<file path="src/cbp_pkg.sv">
// package for the cpu bus pin protocol block: constants, states and carriers
package cbp_pkg;
    localparam int unsigned data_width = 16;
    localparam int unsigned seg_width = 7;
    localparam int unsigned status_width = 4;
    localparam int unsigned clock_rate_mhz = 10;
    localparam int unsigned reset_settle_clocks = 3;
    localparam int unsigned reset_float_clocks = 5;
    localparam int unsigned irq_sample_period = 3;
    localparam logic [15:0] flags_addr = 16'h0002;
    localparam logic [15:0] pcseg_addr = 16'h0004;
    localparam logic [15:0] pcoff_addr = 16'h0006;
    localparam logic [3:0] status_idle = 4'h0;
    localparam logic [3:0] status_reset = 4'hF;
    localparam logic [3:0] status_mem_read = 4'h8;
    localparam logic [3:0] status_mem_write = 4'h9;
    localparam logic [3:0] status_io = 4'h2;
    localparam logic [3:0] status_int_ack = 4'h5;
    localparam logic [3:0] status_fetch = 4'hC;

    typedef enum logic [7:0] {
        cbp_st_reset = 8'h01,
        cbp_st_boot = 8'h02,
        cbp_st_idle = 8'h04,
        cbp_st_t1 = 8'h08,
        cbp_st_t2 = 8'h10,
        cbp_st_t3 = 8'h20,
        cbp_st_granted = 8'h40,
        cbp_st_wait = 8'h80
    } cbp_state_type;

    typedef enum logic [2:0] {
        cbp_irq_none = 3'h0,
        cbp_irq_nmi = 3'h1,
        cbp_irq_vect = 3'h2,
        cbp_irq_plain = 3'h3,
        cbp_irq_trap = 3'h4
    } cbp_irq_type;

    typedef struct packed {
        logic valid;
        logic is_mem;
        logic is_read;
        logic is_byte;
        logic [15:0] addr;
        logic [6:0] seg;
        logic [15:0] wdata;
    } cbp_req_type;

    typedef struct packed {
        logic done;
        logic [15:0] rdata;
    } cbp_resp_type;
endpackage

</file>
<file path="src/cbp_irq_sampler.sv">
// interrupt and trap sampler: edge detect, two-sample qualify, priority pick
`timescale 1ns/10ps
`default_nettype none
module cbp_irq_sampler (
    input wire logic mclk,
    input wire logic nrst,
    input wire logic sample_now,
    input wire logic nmi_n,
    input wire logic vectored_irq_n,
    input wire logic plain_irq_n,
    input wire logic translation_trap_n,
    input wire logic taken,
    output cbp_pkg::cbp_irq_type irq_kind
);
    logic nmi_prev_reg;
    logic nmi_latch_reg;
    logic [3:0] first_reg;
    logic [3:0] now;
    cbp_pkg::cbp_irq_type kind_reg;

    assign now = {~translation_trap_n, ~plain_irq_n, ~vectored_irq_n, nmi_latch_reg};
    assign irq_kind = kind_reg;

    // nmi is caught on its falling edge only; a held low level does not retrigger
    always_ff @(posedge mclk or negedge nrst) begin
        if (!nrst) begin
            nmi_prev_reg <= 1'b1;
            nmi_latch_reg <= 1'b0;
        end else begin
            nmi_prev_reg <= nmi_n;
            if (nmi_prev_reg && !nmi_n)
                nmi_latch_reg <= 1'b1;
            else if (taken && kind_reg == cbp_pkg::cbp_irq_nmi)
                nmi_latch_reg <= 1'b0;
        end
    end

    // a source must be seen on two consecutive samples before it is reported
    always_ff @(posedge mclk or negedge nrst) begin
        if (!nrst) begin
            first_reg <= 4'h0;
            kind_reg <= cbp_pkg::cbp_irq_none;
        end else if (taken) begin
            kind_reg <= cbp_pkg::cbp_irq_none;
        end else if (sample_now) begin
            first_reg <= now;
            if (first_reg[0] && now[0])
                kind_reg <= cbp_pkg::cbp_irq_nmi;
            else if (first_reg[3] && now[3])
                kind_reg <= cbp_pkg::cbp_irq_trap;
            else if (first_reg[1] && now[1])
                kind_reg <= cbp_pkg::cbp_irq_vect;
            else if (first_reg[2] && now[2])
                kind_reg <= cbp_pkg::cbp_irq_plain;
        end
    end
endmodule // cbp_irq_sampler
`default_nettype wire

</file>
<file path="src/cbp_bus_unit.sv">
// bus interface unit: drives the multiplexed bus, strobes, qualifiers and arbitration
`timescale 1ns/10ps
`default_nettype none
module cbp_bus_unit #(
    parameter int unsigned data_w = cbp_pkg::data_width,
    parameter int unsigned seg_w = cbp_pkg::seg_width
) (
    input wire logic mclk,
    input wire logic nrst,
    input wire logic [data_w-1:0] mux_bus_in,
    output logic [data_w-1:0] mux_bus_out,
    output logic mux_bus_oe,
    output logic addr_strobe_n,
    output logic data_strobe_n,
    output logic mem_cycle_n,
    output logic read_not_write,
    output logic byte_select,
    output logic normal_mode,
    output logic ctrl_oe,
    output logic [seg_w-1:0] segment_number_out,
    output logic [3:0] cpu_phase_code,
    input wire logic bus_claim_n,
    output logic bus_grant_n,
    input wire logic chain_in_n,
    output logic chain_out_n,
    input wire logic nmi_n,
    input wire logic vectored_irq_n,
    input wire logic plain_irq_n,
    input wire logic translation_trap_n,
    input wire logic not_ready_n,
    input wire logic step_hold_n,
    input wire cbp_pkg::cbp_req_type core_req,
    input wire logic core_normal_mode,
    input wire logic core_chain_claim,
    output cbp_pkg::cbp_resp_type core_resp,
    output cbp_pkg::cbp_irq_type core_irq,
    output logic core_booted,
    output logic core_step_stall,
    output logic core_chain_owned
);
    cbp_pkg::cbp_state_type state_reg;
    cbp_pkg::cbp_req_type cur_reg;
    logic [2:0] rst_cnt_reg;
    logic [1:0] boot_idx_reg;
    logic booted_reg;
    logic [1:0] phase_cnt_reg;
    logic wait_fall_reg;
    logic step_fall_reg;
    logic irq_taken;
    logic [15:0] boot_addr;

    // boot fetch address from the word index, shared decode
    function automatic logic [15:0] boot_loc(input logic [1:0] idx);
        case (idx)
            2'h0: boot_loc = cbp_pkg::flags_addr;
            2'h1: boot_loc = cbp_pkg::pcseg_addr;
            default: boot_loc = cbp_pkg::pcoff_addr;
        endcase
    endfunction

    assign boot_addr = boot_loc(boot_idx_reg);
    assign irq_taken = (state_reg == cbp_pkg::cbp_st_t3) && (core_irq != cbp_pkg::cbp_irq_none)
                       && cur_reg.is_mem && cur_reg.is_read;

    // not-ready and step hold are taken on the falling clock edge
    always_ff @(negedge mclk or negedge nrst) begin
        if (!nrst) begin
            wait_fall_reg <= 1'b1;
            step_fall_reg <= 1'b1;
        end else begin
            wait_fall_reg <= not_ready_n;
            step_fall_reg <= step_hold_n;
        end
    end

    // step hold stalls the core between instructions
    always_ff @(posedge mclk or negedge nrst) begin
        if (!nrst)
            core_step_stall <= 1'b0;
        else
            core_step_stall <= ~step_fall_reg;
    end

    // reset release is counted so boot waits the settle time
    always_ff @(posedge mclk or negedge nrst) begin
        if (!nrst)
            rst_cnt_reg <= 3'h0;
        else if (rst_cnt_reg != 3'(cbp_pkg::reset_settle_clocks))
            rst_cnt_reg <= rst_cnt_reg + 3'h1;
    end

    // bus cycle state machine; each memory or io cycle is t1, t2, waits, t3
    always_ff @(posedge mclk or negedge nrst) begin
        if (!nrst) begin
            state_reg <= cbp_pkg::cbp_st_reset;
            cur_reg <= '0;
            boot_idx_reg <= 2'h0;
            booted_reg <= 1'b0;
        end else begin
            case (state_reg)
                cbp_pkg::cbp_st_reset: begin
                    if (rst_cnt_reg == 3'(cbp_pkg::reset_settle_clocks))
                        state_reg <= cbp_pkg::cbp_st_boot;
                end
                cbp_pkg::cbp_st_boot: begin
                    cur_reg <= '{valid: 1'b1, is_mem: 1'b1, is_read: 1'b1, is_byte: 1'b0,
                                 addr: boot_addr, seg: '0, wdata: '0};
                    state_reg <= cbp_pkg::cbp_st_t1;
                end
                cbp_pkg::cbp_st_idle: begin
                    if (!bus_claim_n)
                        state_reg <= cbp_pkg::cbp_st_granted;
                    else if (core_req.valid && !core_step_stall) begin
                        cur_reg <= core_req;
                        state_reg <= cbp_pkg::cbp_st_t1;
                    end
                end
                cbp_pkg::cbp_st_t1: state_reg <= cbp_pkg::cbp_st_t2;
                cbp_pkg::cbp_st_t2: begin
                    if (!wait_fall_reg)
                        state_reg <= cbp_pkg::cbp_st_wait;
                    else
                        state_reg <= cbp_pkg::cbp_st_t3;
                end
                cbp_pkg::cbp_st_wait: begin
                    if (wait_fall_reg)
                        state_reg <= cbp_pkg::cbp_st_t3;
                end
                cbp_pkg::cbp_st_t3: begin
                    if (!booted_reg) begin
                        if (boot_idx_reg == 2'h2) begin
                            booted_reg <= 1'b1;
                            state_reg <= cbp_pkg::cbp_st_idle;
                        end else begin
                            boot_idx_reg <= boot_idx_reg + 2'h1;
                            state_reg <= cbp_pkg::cbp_st_boot;
                        end
                    end else begin
                        state_reg <= cbp_pkg::cbp_st_idle;
                    end
                end
                cbp_pkg::cbp_st_granted: begin
                    if (bus_claim_n)
                        state_reg <= cbp_pkg::cbp_st_idle;
                end
                default: state_reg <= cbp_pkg::cbp_st_reset;
            endcase
        end
    end

    // interrupt sampling tick at the start of every third t-state
    always_ff @(posedge mclk or negedge nrst) begin
        if (!nrst)
            phase_cnt_reg <= 2'h0;
        else if (phase_cnt_reg == 2'(cbp_pkg::irq_sample_period - 1))
            phase_cnt_reg <= 2'h0;
        else
            phase_cnt_reg <= phase_cnt_reg + 2'h1;
    end

    cbp_irq_sampler u_irq (
        .mclk(mclk),
        .nrst(nrst),
        .sample_now(phase_cnt_reg == 2'h0),
        .nmi_n(nmi_n),
        .vectored_irq_n(vectored_irq_n),
        .plain_irq_n(plain_irq_n),
        .translation_trap_n(translation_trap_n),
        .taken(irq_taken),
        .irq_kind(core_irq)
    );

    // pin drivers; all registered so outputs settle on the rising edge
    always_ff @(posedge mclk or negedge nrst) begin
        if (!nrst) begin
            mux_bus_out <= '0;
            mux_bus_oe <= 1'b0;
            addr_strobe_n <= 1'b1;
            data_strobe_n <= 1'b1;
            mem_cycle_n <= 1'b1;
            read_not_write <= 1'b1;
            byte_select <= 1'b0;
            normal_mode <= 1'b0;
            ctrl_oe <= 1'b1;
            segment_number_out <= '0;
            cpu_phase_code <= cbp_pkg::status_reset;
            bus_grant_n <= 1'b1;
        end else begin
            addr_strobe_n <= 1'b1;
            data_strobe_n <= 1'b1;
            case (state_reg)
                cbp_pkg::cbp_st_granted: begin
                    bus_grant_n <= 1'b0;
                    mux_bus_oe <= 1'b0;
                    ctrl_oe <= 1'b0;
                    mem_cycle_n <= 1'b1;
                end
                cbp_pkg::cbp_st_t1: begin
                    bus_grant_n <= 1'b1;
                    ctrl_oe <= 1'b1;
                    mux_bus_oe <= 1'b1;
                    mux_bus_out <= cur_reg.addr;
                    addr_strobe_n <= 1'b0;
                    mem_cycle_n <= ~cur_reg.is_mem;
                    read_not_write <= cur_reg.is_read;
                    byte_select <= cur_reg.is_byte;
                    segment_number_out <= cur_reg.seg;
                    normal_mode <= booted_reg ? core_normal_mode : 1'b0;
                    if (!cur_reg.is_mem)
                        cpu_phase_code <= cbp_pkg::status_io;
                    else if (booted_reg && !cur_reg.is_read)
                        cpu_phase_code <= cbp_pkg::status_mem_write;
                    else
                        cpu_phase_code <= cbp_pkg::status_mem_read;
                end
                cbp_pkg::cbp_st_t2, cbp_pkg::cbp_st_wait: begin
                    data_strobe_n <= 1'b0;
                    mux_bus_oe <= ~cur_reg.is_read;
                    mux_bus_out <= cur_reg.wdata;
                end
                cbp_pkg::cbp_st_t3: begin
                    mux_bus_oe <= 1'b0;
                    mem_cycle_n <= 1'b1;
                    cpu_phase_code <= irq_taken ? cbp_pkg::status_int_ack : cbp_pkg::status_idle;
                end
                cbp_pkg::cbp_st_reset: begin
                    mux_bus_oe <= 1'b0;
                    mem_cycle_n <= 1'b1;
                    bus_grant_n <= 1'b1;
                    segment_number_out <= '0;
                    cpu_phase_code <= cbp_pkg::status_reset;
                end
                default: begin
                    bus_grant_n <= 1'b1;
                    ctrl_oe <= 1'b1;
                    mem_cycle_n <= 1'b1;
                end
            endcase
        end
    end

    // read data captured at t3; done pulses once per cycle after boot, not for the three boot reads
    always_ff @(posedge mclk or negedge nrst) begin
        if (!nrst) begin
            core_resp <= '0;
            core_booted <= 1'b0;
        end else begin
            core_resp.done <= (state_reg == cbp_pkg::cbp_st_t3) && booted_reg;
            if (state_reg == cbp_pkg::cbp_st_t3 && cur_reg.is_read)
                core_resp.rdata <= mux_bus_in;
            core_booted <= booted_reg;
        end
    end

    // daisy chain: pass the chain on unless this unit claims the resource
    always_ff @(posedge mclk or negedge nrst) begin
        if (!nrst) begin
            chain_out_n <= 1'b1;
            core_chain_owned <= 1'b0;
        end else begin
            chain_out_n <= chain_in_n | core_chain_claim;
            core_chain_owned <= ~chain_in_n & core_chain_claim;
        end
    end
endmodule // cbp_bus_unit
`default_nettype wire

</file>
<file path="config.mk">
export PLATFORM = sky130hd
export DESIGN_NAME = cbp_bus_unit
export DESIGN_NICKNAME = d
export VERILOG_FILES = /design/src/cbp_pkg.sv /design/src/cbp_irq_sampler.sv /design/src/cbp_bus_unit.sv
export SDC_FILE = /design/constraint.sdc
export NUM_CORES = 1
export LEC_CHECK = 0
export ABC_AREA = 1
export BUFFER_PORTS_ARGS = -buffer_cell sky130_fd_sc_hd__buf_2
export CAP_MARGIN = 10
export CORE_MARGIN = 1
export CORE_UTILIZATION = 50
export DETAILED_ROUTE_END_ITERATION = 16
export PLACE_DENSITY = 0.75
export SETUP_SLACK_MARGIN = 0.5
export SYNTH_ARGS = -nofsm -noshare
export SYNTH_HDL_FRONTEND = slang
export SYNTH_SLANG_ARGS = --single-unit
</file>
<file path="constraint.sdc">
create_clock -name mclk -period 1.75 [get_ports mclk]
set_clock_uncertainty 0.1 [all_clocks]
set_input_delay 0.0875 -clock mclk [delete_from_list [all_inputs] [get_ports mclk]]
set_output_delay 0.0875 -clock mclk [all_outputs]
set_load 0.01 [all_outputs]
</file>
==> impl_metrics.json, run 1 <==
{
  "outcome": "did not finish",
  "failed_stage": "global routing",
  "error_line": "[ERROR DPL-0038] Utilization greater than 100%, impossible to legalize",
  "clk_path_buf_depth": 2,
  "worst_ep_category": "sequential cell input",
  "yosys-top-cells-area": "sky130_fd_sc_hd__dfrtp_1 (51%), sky130_fd_sc_hd__nand2_1 (16%), sky130_fd_sc_hd__nand3_1 (9.8%)",
  "std_cell_rows": 37,
  "die_height_um": 106.2,
  "io_pins": 131,
  "clock_buffers_created_by_tritoncts": 17,
  "postSynth.asyncResetShare_pct": 100.0,
  "synthDominantCellAreaShare_pct": 51.15,
  "ys_seq_elements": 126,
  "cts_sinks": 126,
  "synthesis.instances": 618,
  "start_util_pct": 52.13,
  "synth-main-ff-cell": "sky130_fd_sc_hd__dfrtp_1",
  "netlist_area_mm2": 0.005430,
  "detailed_place.area_mm2": 0.006431,
  "synth.distinct_cells": 33,
  "last_worst_endpoint_in_the_global_route_repair_timing": "state_reg[2]$_DFFE_PN0P_/D",
  "synth_edf_count": 0,
  "cts_htree_levels": 4,
  "synth.avg_cell_area_um2": 8.787,
  "routability_congestion_estimate": 0.8428,
  "mappedNetlistNets": 694,
  "post-dp-hpwl_um": 9022,
  "clock-root-buffer": "sky130_fd_sc_hd__clkbuf_8",
  "yosysTopAreaCell": "sky130_fd_sc_hd__dfrtp_1",
  "yosysSeqAreaShare_pct": 58.41,
  "pin_count_of_the_biggest_net_entering_global_routing": 84,
  "placement.io_buffers": 130,
  "die_w_um": 106.2,
  "yosysWarningCount": 0
}
## synthesized netlist by cell type (all sizes together), types with 2 or more instances
| cell | number |
|---|---|
| nand2 | 232 |
| dfrtp | 111 |
| nand3 | 108 |
| nor2 | 41 |
| inv | 40 |
| o21ai | 19 |
| buf | 17 |
| dfstp | 15 |
| a21oi | 8 |
| clkbuf | 8 |
| ha | 5 |
| nand4 | 4 |
| nor3 | 3 |
| nand3b | 2 |
## kinds of logic after synthesis
logic type	synth area share [%]
AND/OR/NAND/NOR	31.61
AO/OA/AOI/OAI	2.811
adder cells (fa/ha/maj)	1.152
multiplexers	0.2074
flip-flops	58.41
buffers and inverters	5.484
XOR/XNOR	0.3226
## timing repair
action,in CTS
endpoints found under the setup margin,128
hold endpoints to repair,184
hold buffers,69
pin swaps,73
buffers inserted,54
resized for setup,255
cloned,21
## stage by stage
| stage | utilization (%) | setup WS, ns | setup TNS, ns | instances | hold WS, ns |
|---|---|---|---|---|---|
| after floorplan | - | -0.1072 | -0.2131 | 618 | -0.3081 |
| after global placement | 61.74 | -0.1373 | -0.3744 | 876 | -0.2035 |
| after detailed placement | 61.74 | -0.1849 | -0.4860 | 876 | -0.2003 |
| after CTS | 94.04 | -0.1568 | -0.3741 | 1052 | -0.03426 |
==> inputs of run 2 (changes only) <==
--- a/config.mk
+++ b/config.mk
@@ -9,10 +9,9 @@
 export BUFFER_PORTS_ARGS = -buffer_cell sky130_fd_sc_hd__buf_2
 export CAP_MARGIN = 10
 export CORE_MARGIN = 1
-export CORE_UTILIZATION = 50
+export CORE_UTILIZATION = 35
 export DETAILED_ROUTE_END_ITERATION = 16
-export PLACE_DENSITY = 0.75
-export SETUP_SLACK_MARGIN = 0.5
+export PLACE_DENSITY_LB_ADDON = 0.15
 export SYNTH_ARGS = -nofsm -noshare
 export SYNTH_HDL_FRONTEND = slang
 export SYNTH_SLANG_ARGS = --single-unit
==> run 2 against run 1 <==
  * The flow now finishes, with violations (negative setup slack)
  * Synthesized cell count stayed put
  * Synthesized area stayed put
==> impl_metrics.json, run 2 <==
{
  "die_area_mm2": 0.01602,
  "layout-area-overhead-vs-synth_pct": 42.03,
  "leading_cell_type_by_number_of_instances_after_synthesis": "sky130_fd_sc_hd__nand2_1",
  "postRouteWirelength_um": 14100,
  "arrival_time_reported_for_the_critical_path_endpoint_ns": 2.18,
  "routability_congestion_estimate": 0.8233,
  "postRouteAntennaNets": 0,
  "ys_top_cells_by_count": "sky130_fd_sc_hd__nand2_1 (228), sky130_fd_sc_hd__dfrtp_1 (111), sky130_fd_sc_hd__nand3_1 (106)",
  "crit_required_ns": 2.00,
  "placed_insts": 930,
  "pin_count_of_the_biggest_net_entering_global_routing": 87,
  "worstSetupEndpointType": "flop",
  "synth.avg_cell_area_um2": 8.787,
  "die_w_um": 126.6,
  "yosysWarningCount": 0,
  "power_mw": 9.120,
  "criticalPathCategory": "reg2reg",
  "vdd.ir_drop.worst_mv": 0.6885,
  "worstSetupStartpointType": "flop",
  "die_height_um": 126.6,
  "setup.reg_to_reg.worst_slack_ns": -0.19,
  "mappedNetlistNets": 694,
  "dr_total_vias": 4788,
  "worstHoldPathCells": 6,
  "yosysTopAreaCell": "sky130_fd_sc_hd__dfrtp_1",
  "ys_seq_elements": 126,
  "synthXorXnorAreaFrac_pct": 0.3226,
  "antenna_violations_before_repair": 0,
  "timing.max_cap.violations": 0,
  "yosysSeqAreaShare_pct": 58.41,
  "synthDominantCellAreaShare_pct": 51.15,
  "slowest_delay_ns": 0.51,
  "post_drt_via_cell_ratio": 4.635,
  "clock-root-buffer": "sky130_fd_sc_hd__clkbuf_16",
  "timing.final.max_slew_violations": 0,
  "clock_buffers_created_by_tritoncts": 17,
  "flip_flop_count_of_the_largest_register_all_copies_and_words_added": 42,
  "hold_class": "in2reg",
  "std_cell_rows": 45,
  "synth_top_family_by_area": "simple AND/OR/NAND/NOR gates",
  "worst_slew_margin_rel_pct": 66.82,
  "finish.utilization_pct": 50.92,
  "average_detailed_routed_wire_length_per_instance_um": 13.65,
  "finish.cell_count_without_fillers": 1033,
  "cellLeakagePower_nw": 4.089,
  "power.density_mw_per_mm2": 1182,
  "synth_edf_count": 0,
  "cts_sinks": 126,
  "yosys-top-cells-area": "sky130_fd_sc_hd__dfrtp_1 (51%), sky130_fd_sc_hd__nand2_1 (16%), sky130_fd_sc_hd__nand3_1 (9.8%)",
  "grt_overflow": 0,
  "detailed_place.area_mm2": 0.006407,
  "layout.cell_area.non_filler_mm2": 0.007712,
  "worst_path_max_delay_cell": "sky130_fd_sc_hd__dfstp_2",
  "synth.distinct_cells": 33,
  "post-dp-hpwl_um": 9198,
  "outcome": "finished with violations",
  "rsz0062_at_grt": "true",
  "synthesis.instances": 618,
  "post-route-drc-count": 0,
  "synth_mux_area_share_pct": 0.2074,
  "antenna_cells": 0,
  "hold_violations": 0,
  "r2r_cells": 6,
  "tightestPinTransition_ns": 0.4977,
  "fp.coreArea_mm2": 0.01515,
  "start_util_pct": 35.85,
  "netlist_area_mm2": 0.005430,
  "grt_pass1_wl_um": 23490,
  "postSynth.asyncResetShare_pct": 100.0,
  "final_layout_size_suffix_gt1_share_pct": 26.27,
  "cts_htree_levels": 4,
  "most_common_cell_after_layout_fill_and_taps_aside": "sky130_fd_sc_hd__nand2_1",
  "final_critical_path_setup_slack_ns": -0.1856,
  "detail_route.first_pass.iterations": 4,
  "synth_simple_gate_area_share_pct": 31.61,
  "finalNetCount": 908,
  "io_pins": 131,
  "critPathMaxFanout": 2,
  "track_usage_pct": 18.88,
  "final_cell_mix": "sky130_fd_sc_hd__nand2_1 (225), sky130_fd_sc_hd__buf_2 (129), sky130_fd_sc_hd__dfrtp_1 (111)",
  "finalSetupViolations": 4,
  "worst_setup_hold_path_clk_slew_ns": 0.05,
  "tritoncts": "yes",
  "worst_skew_pair.late_latency_ns": 0.43,
  "number_of_global_route_vias_before_repair": 4813,
  "synth_adder_area_share_pct": 1.152,
  "drt_first_iter_violations": 188,
  "crit_path_cell_trace": "inv_2 -> nand2_2 -> nand2_2 -> nor2_1 -> nand2_1 -> nand2_1",
  "clk_path_buf_depth": 2,
  "synth_compound_gate_area_share_pct": 2.811,
  "violations": "negative setup slack",
  "placement.io_buffers": 130,
  "synth-main-ff-cell": "sky130_fd_sc_hd__dfrtp_1"
}
-- run 2: cell counts after synthesis --
Identical to the previous run, type by type.
-- run 2: layout make-up --
type                    instances  area, um2
fillers                      1430       7433
flip-flops and latches        126       3172
inverters                      39      146.4
multi-input cells             427       1983
clock inverters                 9      95.09
well taps                     188      235.2
clock buffers                  25      485.5
repair buffers                219       1595
-- run 2: cells by family (layout without fill, tap and decap cells) --
family / after synthesis / count (layout)
DFF: 126 / 126
and+or+nand+nor: 391 / 391
AOI/OAI and AO/OA: 28 / 28
adders and majority gates: 5 / 5
muxes: 1 / 1
buffers and inverters: 65 / 292
xor gates and xnor gates: 2 / 2
-- run 2: critical path: cells and delay by family, from the launching register on --
family	cells	cell delay, ns
flops	1	0.51
simple gates	5	0.33
buf+inv	1	0.03
-- run 2: repair_timing --
item,CTS,global route
endpoints found under the hold margin,191,0
cloned,0,0
setup endpoints to repair,4,16
gates resized for setup,2,3
setup buffers,1,1
pin swaps,2,2
hold buffers,68,0
-- run 2: stage by stage --
| step | hold WS, ns | TNS [ns] | worst slack (ns) |
|---|---|---|---|
| final | 0.03254 | -0.5293 | -0.1856 |
| after global routing | 0.06620 | -0.7435 | -0.2510 |
| after CTS | 0.02614 | -0.5265 | -0.1882 |
| after detailed placement | 0.07668 | -0.4037 | -0.1349 |
| after global placement | 0.06667 | -0.4020 | -0.1462 |
| after floorplan | -0.3081 | -0.2134 | -0.1074 |
-- run 2: routing by layer --
layer,part of all wire [%],wire (um),GRT usage (%)
met1,47,6651,24.60
met2,46,6549,30.19
met3,5.2,739,5.061
met4,1.1,156,6.945
met5,0,0,0
-- run 2: report_power, final --
part	total [mW]	internal [mW]	switching, mW
Clock	3.43	2.20	1.22
Sequential	3.56	3.32	0.238
Combinational	2.13	0.830	1.30
-- run 2: final timing paths --
check / from / to
worst max-delay path: wait_fall_reg$_DFF_NN1_ / state_reg[2]$_DFFE_PN0P_
worst min-delay path: core_req[42] / state_reg[2]$_DFFE_PN0P_
worst max register to register: wait_fall_reg$_DFF_NN1_ / state_reg[2]$_DFFE_PN0P_
worst min register to register: phase_cnt_reg[1]$_DFF_PN0_ / phase_cnt_reg[1]$_DFF_PN0_
max in group asynchronous: nrst / wait_fall_reg$_DFF_NN1_
min in group asynchronous: nrst / core_step_stall$_DFF_PN0_
Power figures use the tool's default switching activity.
==> inputs of run 3 (changes only) <==
--- a/config.mk
+++ b/config.mk
@@ -9,7 +9,7 @@
 export BUFFER_PORTS_ARGS = -buffer_cell sky130_fd_sc_hd__buf_2
 export CAP_MARGIN = 10
 export CORE_MARGIN = 1
-export CORE_UTILIZATION = 35
+export CORE_UTILIZATION = 53
 export DETAILED_ROUTE_END_ITERATION = 16
 export PLACE_DENSITY_LB_ADDON = 0.15
 export SYNTH_ARGS = -nofsm -noshare
==> run 3 against run 2 <==
  * The run still ends with negative setup slack left
  * Sequential share of layout area shrank 0.36 points
  * Worst setup slack gained 0.063 ns
  * Count of clock-buffer cells in the layout shrank 6
  * Non-clock buffer count grew 3
  * Cell count shrank 5.0%
  * Sequential power is essentially flat
  * Critical path depth is the same
  * Design area grew 0.88%
  * Global-route usage grew 7.7 points
  * Hold slack gained 0.083 ns
  * Critical endpoint unchanged
  * Largest power group is now clock
==> impl_metrics.json, run 3 (same netlist as run 2, synthesis figures left out) <==
{
  "outcome": "finished with violations",
  "violations": "negative setup slack",
  "worstSetupStartpointType": "flop",
  "timing.final.max_slew_violations": 0,
  "finalSetupTns_ns": -0.3168,
  "arrival_time_reported_for_the_critical_path_endpoint_ns": 2.24,
  "layout.cell_area.non_filler_mm2": 0.007780,
  "fp.coreArea_mm2": 0.009864,
  "detailed_place.area_mm2": 0.006310,
  "std_cell_rows": 36,
  "clock-root-buffer": "sky130_fd_sc_hd__clkbuf_8",
  "r2r_cells": 6,
  "power_report.internal_total_mw": 6.846,
  "setup.reg_to_reg.worst_slack_ns": -0.12,
  "tritoncts": "yes",
  "gr-max-usage-layer": "met2",
  "sequential_cell_area_mm2": 0.003172,
  "power_switching_share_pct": 29.05,
  "grt_pass1_wl_um": 21220,
  "nFillCells": 675,
  "grt_overflow": 0,
  "postRouteAntennaNets": 0,
  "flip_flop_count_of_the_largest_register_all_copies_and_words_added": 42,
  "finalSetupViolations": 4,
  "worst_skew_pair.late_latency_ns": 0.52,
  "critPathMaxFanout": 2,
  "crit_required_ns": 2.11,
  "average_detailed_routed_wire_length_per_instance_um": 13.86,
  "crit_path_cell_trace": "inv_2 -> nand2_2 -> nand2_2 -> nor2_2 -> nand2_1 -> nand2_1",
  "placement.io_buffers": 130,
  "hold_violations": 0,
  "vdd.ir_drop.worst_mv": 0.8429,
  "r2r-start": "wait_fall_reg$_DFF_NN1_",
  "post-route-drc-count": 0,
  "final_layout_size_suffix_gt1_share_pct": 27.36,
  "final_critical_path_setup_slack_ns": -0.1225,
  "preCtsSetupSlack_ns": -0.1411,
  "clk_path_buf_depth": 2,
  "die_height_um": 103.2,
  "comb_power_share_pct": 22.1,
  "io_pins": 131,
  "drt_first_iter_violations": 244,
  "post-dp-hpwl_um": 8530,
  "routability_congestion_estimate": 0.8135,
  "criticalPathCategory": "reg2reg",
  "timing.max_cap.violations": 0,
  "multi_input_comb_area_mm2": 0.001997,
  "grt_util_met3_pct": 6.720,
  "critical_path.n_buffers_inverters": 1,
  "layout-area-overhead-vs-synth_pct": 43.27,
  "worst_path_max_delay_cell": "sky130_fd_sc_hd__dfstp_2",
  "finalHoldWorstSlack_ns": 0.1156,
  "dr_total_vias": 4918,
  "path_delay_family": "flip-flops",
  "number_of_global_route_vias_before_repair": 4713,
  "track_usage_pct": 26.53,
  "pin_count_of_the_biggest_net_entering_global_routing": 92,
  "worstSetupEndpointType": "flop",
  "switchingPower_mw": 2.803,
  "p_seq_share_pct": 36.9,
  "hold_class": "in2async",
  "clock_power_share_pct": 41.0,
  "slowest_delay_ns": 0.51,
  "finish.cell_count_without_fillers": 981,
  "use_met2_pct": 44.67,
  "postRouteWirelength_um": 13600,
  "worst_setup_hold_path_clk_slew_ns": 0.06,
  "start_util_pct": 55.05,
  "reg2reg_to": "state_reg[2]$_DFFE_PN0P_",
  "die_area_mm2": 0.01065,
  "finalNetCount": 911,
  "cellLeakagePower_nw": 4.149,
  "tightestPinTransition_ns": 0.4667,
  "post_drt_via_cell_ratio": 5.013,
  "die_w_um": 103.2,
  "power.density_mw_per_mm2": 1240,
  "antenna_violations_before_repair": 0,
  "cts_sinks": 126,
  "cts_htree_levels": 4,
  "clock_buffers_created_by_tritoncts": 17,
  "worst_slew_margin_rel_pct": 68.88,
  "antenna_cells": 0,
  "detail_route.first_pass.iterations": 4,
  "globalRouteMet1Util_pct": 32.82,
  "rsz0062_at_grt": "true",
  "most_common_cell_after_layout_fill_and_taps_aside": "sky130_fd_sc_hd__nand2_1",
  "final_cell_mix": "sky130_fd_sc_hd__nand2_1 (224), sky130_fd_sc_hd__buf_2 (129), sky130_fd_sc_hd__dfrtp_1 (111)",
  "placed_insts": 875
}
[run 3: metal layers]
layer | up-vias | part of all wire, %
met5 | - | 0
met4 | 0 | 1.2
met3 | 15 | 6.0
met2 | 155 | 50
met1 | 2333 | 43
li1 | 2415 | -
[run 3: worst max path at each step]
stage                            startpoint                       end  depth (start not counted)
floorplan           wait_fall_reg$_DFF_NN1_  state_reg[2]$_DFFE_PN0P_                          6
global placement    wait_fall_reg$_DFF_NN1_  state_reg[2]$_DFFE_PN0P_                          6
detailed placement  wait_fall_reg$_DFF_NN1_  state_reg[2]$_DFFE_PN0P_                          6
CTS                 wait_fall_reg$_DFF_NN1_  state_reg[2]$_DFFE_PN0P_                          6
global route        wait_fall_reg$_DFF_NN1_  state_reg[2]$_DFFE_PN0P_                          6
finish              wait_fall_reg$_DFF_NN1_  state_reg[2]$_DFFE_PN0P_                          6
[run 3: power groups by stage]
| stage | sequential (mW) | clock, mW | combinational (mW) |
|---|---|---|---|
| floorplan | 3.67 | 0.0107 | 1.10 |
| global placement | 3.58 | 0.0107 | 1.87 |
| detailed placement | 3.59 | 0.0107 | 1.92 |
| CTS | 3.55 | 4.02 | 2.06 |
| global route | 3.60 | 4.14 | 2.38 |
| finish | 3.56 | 3.96 | 2.13 |
[run 3: layout make-up]
type	count	share of cell area [%]
Sequential cell	126	40.77
Multi-Input combinational cell	427	25.67
Timing Repair Buffer	222	20.73
Clock buffer	19	5.677
Clock inverter	15	3.136
Tap cell	133	2.139
Inverter	39	1.882
[run 3: timing repair]
action	4_1_cts	5_1_grt
gates cloned	0	1
hold buffers	69	0
setup endpoints to repair	4	67
pin swaps	2	4
setup buffers	0	3
endpoints found under the hold margin	197	0
resized for setup	2	8
[run 3: through the flow]
step,power [mW],utilization (%)
after global placement,5.454,63.97
after global routing,10.13,78.87
after CTS,9.627,77.93
final,9.649,78.87
after detailed placement,5.524,63.97
after floorplan,4.776,-
[run 3: tightest hold or removal path, stage by stage]
cell and delay [ns]:
sky130_fd_sc_hd__dlygate4sd3_1 0.54, sky130_fd_sc_hd__buf_4 0.15, sky130_fd_sc_hd__buf_12 0.38
